--- src/common/scss_map.svh ---
// scss_map.svh: numeric constants of the system clock source select block
// assumes inclusion by bare name from the package and the design modules
`ifndef SCSS_MAP_SVH
`define SCSS_MAP_SVH

// initial oscillator select encodings
`define SCSS_SEL_FRC 3'h0
`define SCSS_SEL_FRC_PLL 3'h1
`define SCSS_SEL_PRI 3'h2
`define SCSS_SEL_PRI_PLL 3'h3
`define SCSS_SEL_SEC 3'h4
`define SCSS_SEL_LOW_POWER_INTERNAL_RC 3'h5
`define SCSS_SEL_FRC_DIV16 3'h6
`define SCSS_SEL_FRC_DIV 3'h7

// primary oscillator mode encodings
`define SCSS_PMD_EXT 2'h0
`define SCSS_PMD_XT 2'h1
`define SCSS_PMD_HS 2'h2
`define SCSS_PMD_OFF 2'h3

// erased configuration word reads all ones
`define SCSS_SEL_ERASED 3'h7
`define SCSS_PMD_ERASED 2'h3

// postscale field value that gives the fixed divide by 16
`define SCSS_POST_DIV16 3'h3
`define SCSS_POST_RESET 3'h0

// timing
`define SCSS_MCLK_MHZ 100
`define SCSS_FCY_MAX_MHZ 40
`define SCSS_FCY_GAP ((`SCSS_MCLK_MHZ + `SCSS_FCY_MAX_MHZ - 1) / `SCSS_FCY_MAX_MHZ)
`define SCSS_HALVE 2
`define SCSS_MODE_COUNT 12

`endif

--- src/common/scss_pkg.sv ---
// scss_pkg: types of the system clock source select block
// assumes scss_map.svh is on the include path
package scss_pkg;
  `include "scss_map.svh"

  typedef enum logic [3:0] {
    SCSS_FRC = 4'h0,
    SCSS_FRC_PLL = 4'h1,
    SCSS_PRI_EXT = 4'h2,
    SCSS_PRI_XT = 4'h3,
    SCSS_PRI_HS = 4'h4,
    SCSS_PRI_EXT_PLL = 4'h5,
    SCSS_PRI_XT_PLL = 4'h6,
    SCSS_PRI_HS_PLL = 4'h7,
    SCSS_SEC = 4'h8,
    SCSS_LOW_POWER_INTERNAL_RC = 4'h9,
    SCSS_FRC_DIV16 = 4'ha,
    SCSS_FRC_DIV = 4'hb
  } scss_mode_t;

  // index of each oscillator input into the synchroniser vector
  typedef enum logic [2:0] {
    SCSS_SRC_FRC = 3'h0,
    SCSS_SRC_PRI = 3'h1,
    SCSS_SRC_SEC = 3'h2,
    SCSS_SRC_LOW_POWER_INTERNAL_RC = 3'h3,
    SCSS_SRC_PLL = 3'h4
  } scss_src_t;
endpackage

--- src/rtl/scss_edge_sync.sv ---
// scss_edge_sync: three-stage synchroniser and rising edge detector per bit
// assumes inputs are asynchronous square waves well below half of mclk
`timescale 1ns/10ps
module scss_edge_sync #(
  parameter int W = 5
) (
  input wire logic mclk,
  input wire logic reset_n,
  input wire logic [W-1:0] async_in,
  output logic [W-1:0] rise
);
  genvar i;
  generate
    for (i = 0; i < W; i++) begin : g_bit
      logic s1_q, s2_q, s3_q, lvl_q, lvl_d;
      // a change counts only once stages two and three agree
      always_comb begin
        lvl_d = lvl_q;
        if (s2_q == s3_q) begin
          lvl_d = s3_q;
        end
      end
      always_ff @(posedge mclk or negedge reset_n) begin
        if (!reset_n) begin
          s1_q <= 1'b0;
          s2_q <= 1'b0;
          s3_q <= 1'b0;
          lvl_q <= 1'b0;
        end else begin
          s1_q <= async_in[i];
          s2_q <= s1_q;
          s3_q <= s2_q;
          lvl_q <= lvl_d;
        end
      end
      assign rise[i] = lvl_d & ~lvl_q;
    end
  endgenerate
endmodule // scss_edge_sync

--- src/rtl/scss_clock_select.sv ---
// scss_clock_select: picks the system clock source, postscales, halves to the
// instruction clock enable and forwards the low-power reference
// assumes oscillators arrive as asynchronous square waves sampled on mclk
//
// Notes on behaviour
// - seven clock options, fast rc, with pll, primary, primary pll, secondary, low_power_internal_rc, postscaled.
// - fast rc postscaler divides 1:2 up to 1:256 via three-bit field.
// - at power-on reset the source comes from the select and primary mode fields.
// - unprogrammed configuration starts from the fast internal rc oscillator.
// - configuration decodes into twelve distinct clock modes.
// - pll takes only fast rc or primary input; bypass feeds oscillator directly.
// - selected source or pll output is halved for instruction and peripheral clocks.
// - instruction clock never exceeds 40 MHz in any mode.
// - low-power rc feeds watchdog and fail-safe monitor regardless of selection.
// - primary oscillator supports medium crystal, high-speed crystal and external clock.
`timescale 1ns/10ps
`include "scss_map.svh"
module scss_clock_select (
  input wire logic mclk,
  input wire logic reset_n,
  input wire logic fast_internal_rc,
  input wire logic primary_osc_in_pin,
  input wire logic secondary_low_power_osc,
  input wire logic low_power_internal_rc,
  input wire logic pll_clk_in,
  input wire logic [2:0] initial_osc_select,
  input wire logic [1:0] primary_osc_mode_field,
  input wire logic [2:0] rc_postscale_field,
  output logic instruction_clock,
  output logic peripheral_time_base,
  output logic wdt_ref_tick,
  output logic fail_safe_ref_tick,
  output scss_pkg::scss_mode_t clock_mode,
  output logic pll_enable,
  output logic pll_src_primary,
  output logic crystal_amp_en
);
  import scss_pkg::*;

  localparam logic [1:0] GAP_LOAD = 2'(`SCSS_FCY_GAP - 1);

  ////////////////////////////////////////////////////////////////////////////
  // synchronise the oscillator inputs
  logic [4:0] rise;
  scss_edge_sync #(.W(5)) u_sync (
    .mclk(mclk),
    .reset_n(reset_n),
    .async_in({pll_clk_in, low_power_internal_rc, secondary_low_power_osc,
               primary_osc_in_pin, fast_internal_rc}),
    .rise(rise)
  );

  ////////////////////////////////////////////////////////////////////////////
  // configuration capture, once after reset release
  logic cfg_done_q, cfg_done_d;
  scss_mode_t mode_q, mode_d, mode_dec;
  logic cfg_erased;

  assign cfg_erased = (initial_osc_select == `SCSS_SEL_ERASED) &&
                      (primary_osc_mode_field == `SCSS_PMD_ERASED);

  always_comb begin
    mode_dec = SCSS_FRC;
    unique case (initial_osc_select)
      `SCSS_SEL_FRC: mode_dec = SCSS_FRC;
      `SCSS_SEL_FRC_PLL: mode_dec = SCSS_FRC_PLL;
      `SCSS_SEL_PRI, `SCSS_SEL_PRI_PLL: begin
        unique case (primary_osc_mode_field)
          `SCSS_PMD_EXT: mode_dec = initial_osc_select[0] ? SCSS_PRI_EXT_PLL : SCSS_PRI_EXT;
          `SCSS_PMD_XT: mode_dec = initial_osc_select[0] ? SCSS_PRI_XT_PLL : SCSS_PRI_XT;
          `SCSS_PMD_HS: mode_dec = initial_osc_select[0] ? SCSS_PRI_HS_PLL : SCSS_PRI_HS;
          // primary switched off: fall back so the core still gets a clock
          `SCSS_PMD_OFF: mode_dec = SCSS_FRC;
        endcase
      end
      `SCSS_SEL_SEC: mode_dec = SCSS_SEC;
      `SCSS_SEL_LOW_POWER_INTERNAL_RC: mode_dec = SCSS_LOW_POWER_INTERNAL_RC;
      `SCSS_SEL_FRC_DIV16: mode_dec = SCSS_FRC_DIV16;
      `SCSS_SEL_FRC_DIV: mode_dec = SCSS_FRC_DIV;
    endcase
    if (cfg_erased) begin
      mode_dec = SCSS_FRC;
    end
  end

  always_comb begin
    cfg_done_d = 1'b1;
    mode_d = mode_q;
    if (!cfg_done_q) begin
      mode_d = mode_dec;
    end
  end

  always_ff @(posedge mclk or negedge reset_n) begin
    if (!reset_n) begin
      cfg_done_q <= 1'b0;
      mode_q <= SCSS_FRC;
    end else begin
      cfg_done_q <= cfg_done_d;
      mode_q <= mode_d;
    end
  end

  ////////////////////////////////////////////////////////////////////////////
  // source selection, postscaler, pll routing
  logic is_pll, is_pri, is_div, src_tick, post_tick;
  logic [7:0] post_cnt_q, post_cnt_d, div_m1;
  logic [8:0] div_w;
  logic [2:0] post_sel;

  assign is_pll = (mode_q == SCSS_FRC_PLL) || (mode_q == SCSS_PRI_EXT_PLL) ||
                  (mode_q == SCSS_PRI_XT_PLL) || (mode_q == SCSS_PRI_HS_PLL);
  assign is_pri = (mode_q == SCSS_PRI_EXT) || (mode_q == SCSS_PRI_XT) ||
                  (mode_q == SCSS_PRI_HS);
  assign is_div = (mode_q == SCSS_FRC_DIV) || (mode_q == SCSS_FRC_DIV16);
  assign post_sel = (mode_q == SCSS_FRC_DIV16) ? `SCSS_POST_DIV16 : rc_postscale_field;
  assign div_w = 9'h001 << (4'(post_sel) + 4'h1);
  assign div_m1 = 8'(div_w - 9'h001);
  assign post_tick = rise[SCSS_SRC_FRC] && (post_cnt_q == div_m1);

  always_comb begin
    post_cnt_d = post_cnt_q;
    if (!is_div) begin
      post_cnt_d = 8'h00;
    end else if (rise[SCSS_SRC_FRC]) begin
      post_cnt_d = post_tick ? 8'h00 : 8'(post_cnt_q + 8'h01);
    end
    // field may shrink under a running count; restart rather than wrap 256
    if (is_div && (post_cnt_q > div_m1)) begin
      post_cnt_d = 8'h00;
    end
  end

  always_comb begin
    src_tick = 1'b0;
    if (is_pll) begin
      src_tick = rise[SCSS_SRC_PLL];
    end else if (is_pri) begin
      src_tick = rise[SCSS_SRC_PRI];
    end else if (is_div) begin
      src_tick = post_tick;
    end else if (mode_q == SCSS_SEC) begin
      src_tick = rise[SCSS_SRC_SEC];
    end else if (mode_q == SCSS_LOW_POWER_INTERNAL_RC) begin
      src_tick = rise[SCSS_SRC_LOW_POWER_INTERNAL_RC];
    end else begin
      src_tick = rise[SCSS_SRC_FRC];
    end
    if (!cfg_done_q) begin
      src_tick = 1'b0;
    end
  end

  ////////////////////////////////////////////////////////////////////////////
  // halve to the instruction clock, with a rate guard
  logic half_q, half_d, fcy_d;
  logic [1:0] gap_q, gap_d;

  always_comb begin
    half_d = half_q;
    gap_d = (gap_q != 2'h0) ? 2'(gap_q - 2'h1) : 2'h0;
    fcy_d = 1'b0;
    if (src_tick) begin
      half_d = ~half_q;
      // a too-fast source loses pulses instead of overclocking the core
      if (half_q && (gap_q == 2'h0)) begin
        fcy_d = 1'b1;
        gap_d = GAP_LOAD;
      end
    end
  end

  always_ff @(posedge mclk or negedge reset_n) begin
    if (!reset_n) begin
      post_cnt_q <= 8'h00;
      half_q <= 1'b0;
      gap_q <= 2'h0;
      instruction_clock <= 1'b0;
      peripheral_time_base <= 1'b0;
      wdt_ref_tick <= 1'b0;
      fail_safe_ref_tick <= 1'b0;
      clock_mode <= SCSS_FRC;
      pll_enable <= 1'b0;
      pll_src_primary <= 1'b0;
      crystal_amp_en <= 1'b0;
    end else begin
      post_cnt_q <= post_cnt_d;
      half_q <= half_d;
      gap_q <= gap_d;
      instruction_clock <= fcy_d;
      peripheral_time_base <= fcy_d;
      wdt_ref_tick <= rise[SCSS_SRC_LOW_POWER_INTERNAL_RC];
      fail_safe_ref_tick <= rise[SCSS_SRC_LOW_POWER_INTERNAL_RC];
      clock_mode <= mode_q;
      pll_enable <= is_pll;
      pll_src_primary <= is_pll && (mode_q != SCSS_FRC_PLL);
      crystal_amp_en <= (mode_q == SCSS_PRI_XT) || (mode_q == SCSS_PRI_HS) ||
                        (mode_q == SCSS_PRI_XT_PLL) || (mode_q == SCSS_PRI_HS_PLL);
    end
  end
endmodule // scss_clock_select

--- config.mk ---
export PLATFORM = sky130hd
export DESIGN_NAME = scss_clock_select
export DESIGN_NICKNAME = d
export VERILOG_FILES = /design/src/common/scss_pkg.sv /design/src/rtl/scss_edge_sync.sv /design/src/rtl/scss_clock_select.sv
export VERILOG_INCLUDE_DIRS = /design/src /design/src/common
export SDC_FILE = /design/constraint.sdc
export NUM_CORES = 1
export LEC_CHECK = 0
export ABC_AREA = 1
export BUFFER_PORTS_ARGS = -buffer_cell sky130_fd_sc_hd__buf_2
export CORE_ASPECT_RATIO = 1.5
export CORE_MARGIN = 4
export CORE_UTILIZATION = 45
export DETAILED_ROUTE_END_ITERATION = 6
export PLACE_DENSITY = 0.63
export SYNTH_ARGS = -nofsm -noshare
export SYNTH_HDL_FRONTEND = slang
export SYNTH_SLANG_ARGS = --single-unit
export TNS_END_PERCENT = 30
--- constraint.sdc ---
create_clock -name mclk -period 5.8 [get_ports mclk]
set_input_delay 0.58 -clock mclk [delete_from_list [all_inputs] [get_ports mclk]]
set_output_delay 0.58 -clock mclk [all_outputs]
set_load 0.1 [all_outputs]
==> run_results.csv <==
group,metric,value,unit
setup_path,cp.arrival,2.76,ns
cts,cts_hold_buf,0,
setup_path,end_kind,"register",
pwr,power_density,284.4,nW/µm²
outcome,status,"finished, final reports clean",
final_layout,multiInputGateArea,889.6,µm²
cts,clkSinkCount,45,
setup_path,crit_path_frequent_cell,"nand2_1",
global_route,antenna_found_initial,0,
pwr,p_sw,0.2251,mW
yosys,seq_area_frac_synth,0.5236,
sta,drv_slew,0,
pwr,p_leak,1.253,nW
pwr,ir_worst_vdd,0.2159,mV
final_layout,ff_latch_area,1126,µm²
sta,clock.fmax,390.3,MHz
die,initial_core_util,0.4697,
sta,period_share,0.4418,
detailed_routing,drt_iter0_markers,50,
die,num_io_pins,26,
yosys,synth_common_cells,"nand2_1, dfrtp_1, inv_1",
yosys,ys_warn_count,0,
die,die-width,64.45,µm
die,die_h,92.67,µm
setup_path,cp_slowest_cell,"dfrtp_1",
final_layout,fin_cells,336,
global_route,grt_pass1_wl,6.444,mm
yosys,syn_area,2151,µm²
detailed_routing,vias_per_cell,4.774,
detailed_routing,drt-pass1-iter-count,4,
yosys,syn_area_per_cell,8.962,µm²
placement,dp_slack,3.136,ns
cts,clk_latency,0.30,ns
cts,cts_resized,0,
cts,htreeDepth,2,
detailed_routing,antenna_left,0,
yosys,yosys-top-cells-area,"dfrtp_1, nand2_1, ha_1",
sta,relSlewSlack,0.3562,
global_route,gr-total-overflow,0,
placement,dp_hpwl,2.899,mm
setup_path,required,6.00,ns
pwr,clkPwrFrac,0.287,
die,dieArea,5973,µm²
setup_path,worstPathMaxFanout,7,
setup_path,max_stage_delay,0.42,ns
pwr,finalPower,0.6921,mW
pwr,sequentialPowerShare,0.507,
cts,post_cts_buffers,0,
sta,hold_viol_final,0,
die,row_count,30,
yosys,synth_seq_cells,45,
detailed_routing,wl,3.695,mm
sta,setup_viol,0,
setup_path,crit_type,"reg -> reg",
cts,clk_pin_slew,0.09,ns
global_route,grt_usage,0.1390,
placement,port_buffers,25,
final_layout,diodes,0,
cts,cts_tree,"built",
yosys,yosys.area.top_type,"dfrtp_1",
yosys,synth_top_area_frac,0.5236,
detailed_routing,drc,0,
detailed_routing,vias,1604,
sta,fin_crit,2.562,ns
final_layout,drive_above_1_share,0.1765,
yosys,synthCells,240,
yosys,yosysUniqueCellTypes,31,
global_route,grt_pass1_vias,1532,
cts,root_buffer,"clkbuf_8",
yosys,synthArstFlopShare,1.000,
yosys,yosysMostFrequentCell,"nand2_1",
pwr,p_comb_frac,0.206,
final_layout,syn_to_final_growth,13.15,%
min_path,hp-class,"reg -> reg",
pwr,p_int,0.4670,mW
setup_path,path_cells,"inv_2, nand2_2, nor2_4, nand2_2, nand4_1, ha_1, xor2_1, ha_1, nand2_1, nor2_1, nand3_2, a21oi_1, nand2_1, nand2_1, nand2_1, nand2_1, nand2_1",
sta,rsz0062_at_grt,"no",
global_route,grt_max_degree,46,
placement,placed_cells,328,
sta,skew,0.01316,ns
final_layout,final.fill_count,476,
setup_path,r2r_cells,17,
run,drv_cap,0,
placement,globalplace.congestion,0.7781,
pwr,netSwitchingFraction,0.3253,
min_path,whs_path_depth,0,
detailed_routing,wl_per_cell,11.00,µm
die,fp.coreArea,4579,µm²
setup_path,critPathLaunchType,"register",
cts,cts_buffers,5,
sta,tightest_slew,0.9656,ns
yosys,synth_top_flop_cell,"dfrtp_1",
sta,finalSetupTns,0,ns
final_layout,final_nets,296,
cts,clk_path_buf_depth,2,
yosys,synth-edff-count,0,
sta,setup_ws,3.238,ns
[routing by layer]
metal | vias to the layer above | GRT usage | routed length (µm)
li1 | 834 | - | -
met1 | 744 | 0.1509 | 1549
met2 | 20 | 0.2517 | 1958
met3 | 6 | 0.02791 | 106
met4 | 0 | 0.06878 | 81
met5 | - | 0 | 0
[worst max-delay path: cells and delay by family, from the launching register on]
family	cells	cell delay (ns)
and+or+nand+nor	12	1.13
DFF	1	0.42
xor gates and xnor gates	1	0.17
buffers and inverters	1	0.08
adders and majority gates	2	0.51
AOI/OAI and AO/OA	1	0.16
[area by class of cell]
| class | count | area share |
|---|---|---|
| flip-flops and latches | 45 | 0.4627 |
| multi-input cells | 163 | 0.3656 |
| repair buffers | 25 | 0.05141 |
| inverters | 31 | 0.04782 |
| clock buffers | 6 | 0.03393 |
| well taps | 64 | 0.03290 |
| clock inverters | 2 | 0.005656 |
[cells in the final DEF, fill, tap and decap left out, types with 2 or more instances in the layout]
| master | count |
|---|---|
| a21oi_1 | 10 |
| buf_2 | 25 |
| clkbuf_8 | 6 |
| conb_1 | 3 |
| dfrtp_1 | 45 |
| ha_1 | 10 |
| inv_1 | 26 |
| inv_2 | 5 |
| maj3_1 | 4 |
| nand2_1 | 56 |
| nand2_2 | 3 |
| nand3_1 | 23 |
| nand4_1 | 3 |
| nor2_1 | 18 |
| nor2_2 | 2 |
| nor2_4 | 2 |
| nor3_1 | 3 |
| o21ai_0 | 5 |
| o21ai_1 | 3 |
| o22ai_1 | 4 |
| xnor2_1 | 2 |
| xor2_1 | 3 |
[path summary, 6_finish.rpt]
check / startpoint / end / slack (ns)
worst max register to register: mode_q[2]$_DFFE_PN0N_ / half_q$_DFFE_PN0P_ / 3.24
worst min register to register: u_sync.g_bit[2].s1_q$_DFF_PN0_ / u_sync.g_bit[2].s2_q$_DFF_PN0_ / 0.35
worst max-delay path: mode_q[2]$_DFFE_PN0N_ / half_q$_DFFE_PN0P_ / 3.24
max in group asynchronous: reset_n / post_cnt_q[0]$_DFFE_PN0P_ / 4.76
worst min-delay path: u_sync.g_bit[2].s1_q$_DFF_PN0_ / u_sync.g_bit[2].s2_q$_DFF_PN0_ / 0.35
min in group asynchronous: reset_n / u_sync.g_bit[0].s3_q$_DFF_PN0_ / 0.42
[cell families after synthesis]
logic type,Yosys count,synth area share
flip-flops,45,0.5236
other,1,0.001744
AND/OR/NAND/NOR,113,0.2356
AO/OA/AOI/OAI,28,0.07563
XOR/XNOR,5,0.02036
adder cells (fa/ha/maj),14,0.07679
buffers and inverters,34,0.06631
[power by group through the flow]
| stage | logic, mW | clock network (mW) | registers (mW) |
|---|---|---|---|
| after global routing | 0.156 | 0.223 | 0.354 |
| after floorplan | 0.0685 | 0 | 0.400 |
| final | 0.142 | 0.198 | 0.351 |
| after detailed placement | 0.145 | 0 | 0.358 |
| after CTS | 0.145 | 0.210 | 0.352 |
| after global placement | 0.144 | 0 | 0.357 |
[registers in the layout, indices dropped and copies added, names as in the netlist]
signal and flops:
u_sync.g_bit.s3_q 5, fail_safe_ref_tick 1, peripheral_time_base 1, u_sync.g_bit.s1_q 5, gap_q 2, half_q 1, u_sync.g_bit.lvl_q 5, post_cnt_q 8
pll_src_primary 1, clock_mode 4, mode_q 4, pll_enable 1, cfg_done_q 1, u_sync.g_bit.s2_q 5, crystal_amp_en 1
[metrics by stage]
| step | cell area (µm²) | util | hold WS [ns] |
|---|---|---|---|
| after global routing | 2434 | 0.5314 | 0.3628 |
| final | 2434 | 0.5314 | 0.3525 |
| after global placement | 2337 | 0.5104 | 0.3318 |
| after detailed placement | 2337 | 0.5104 | 0.3364 |
| after floorplan | 2158 | - | 0.2844 |
| after CTS | 2434 | 0.5314 | 0.3559 |
Power figures use the tool's default switching activity.
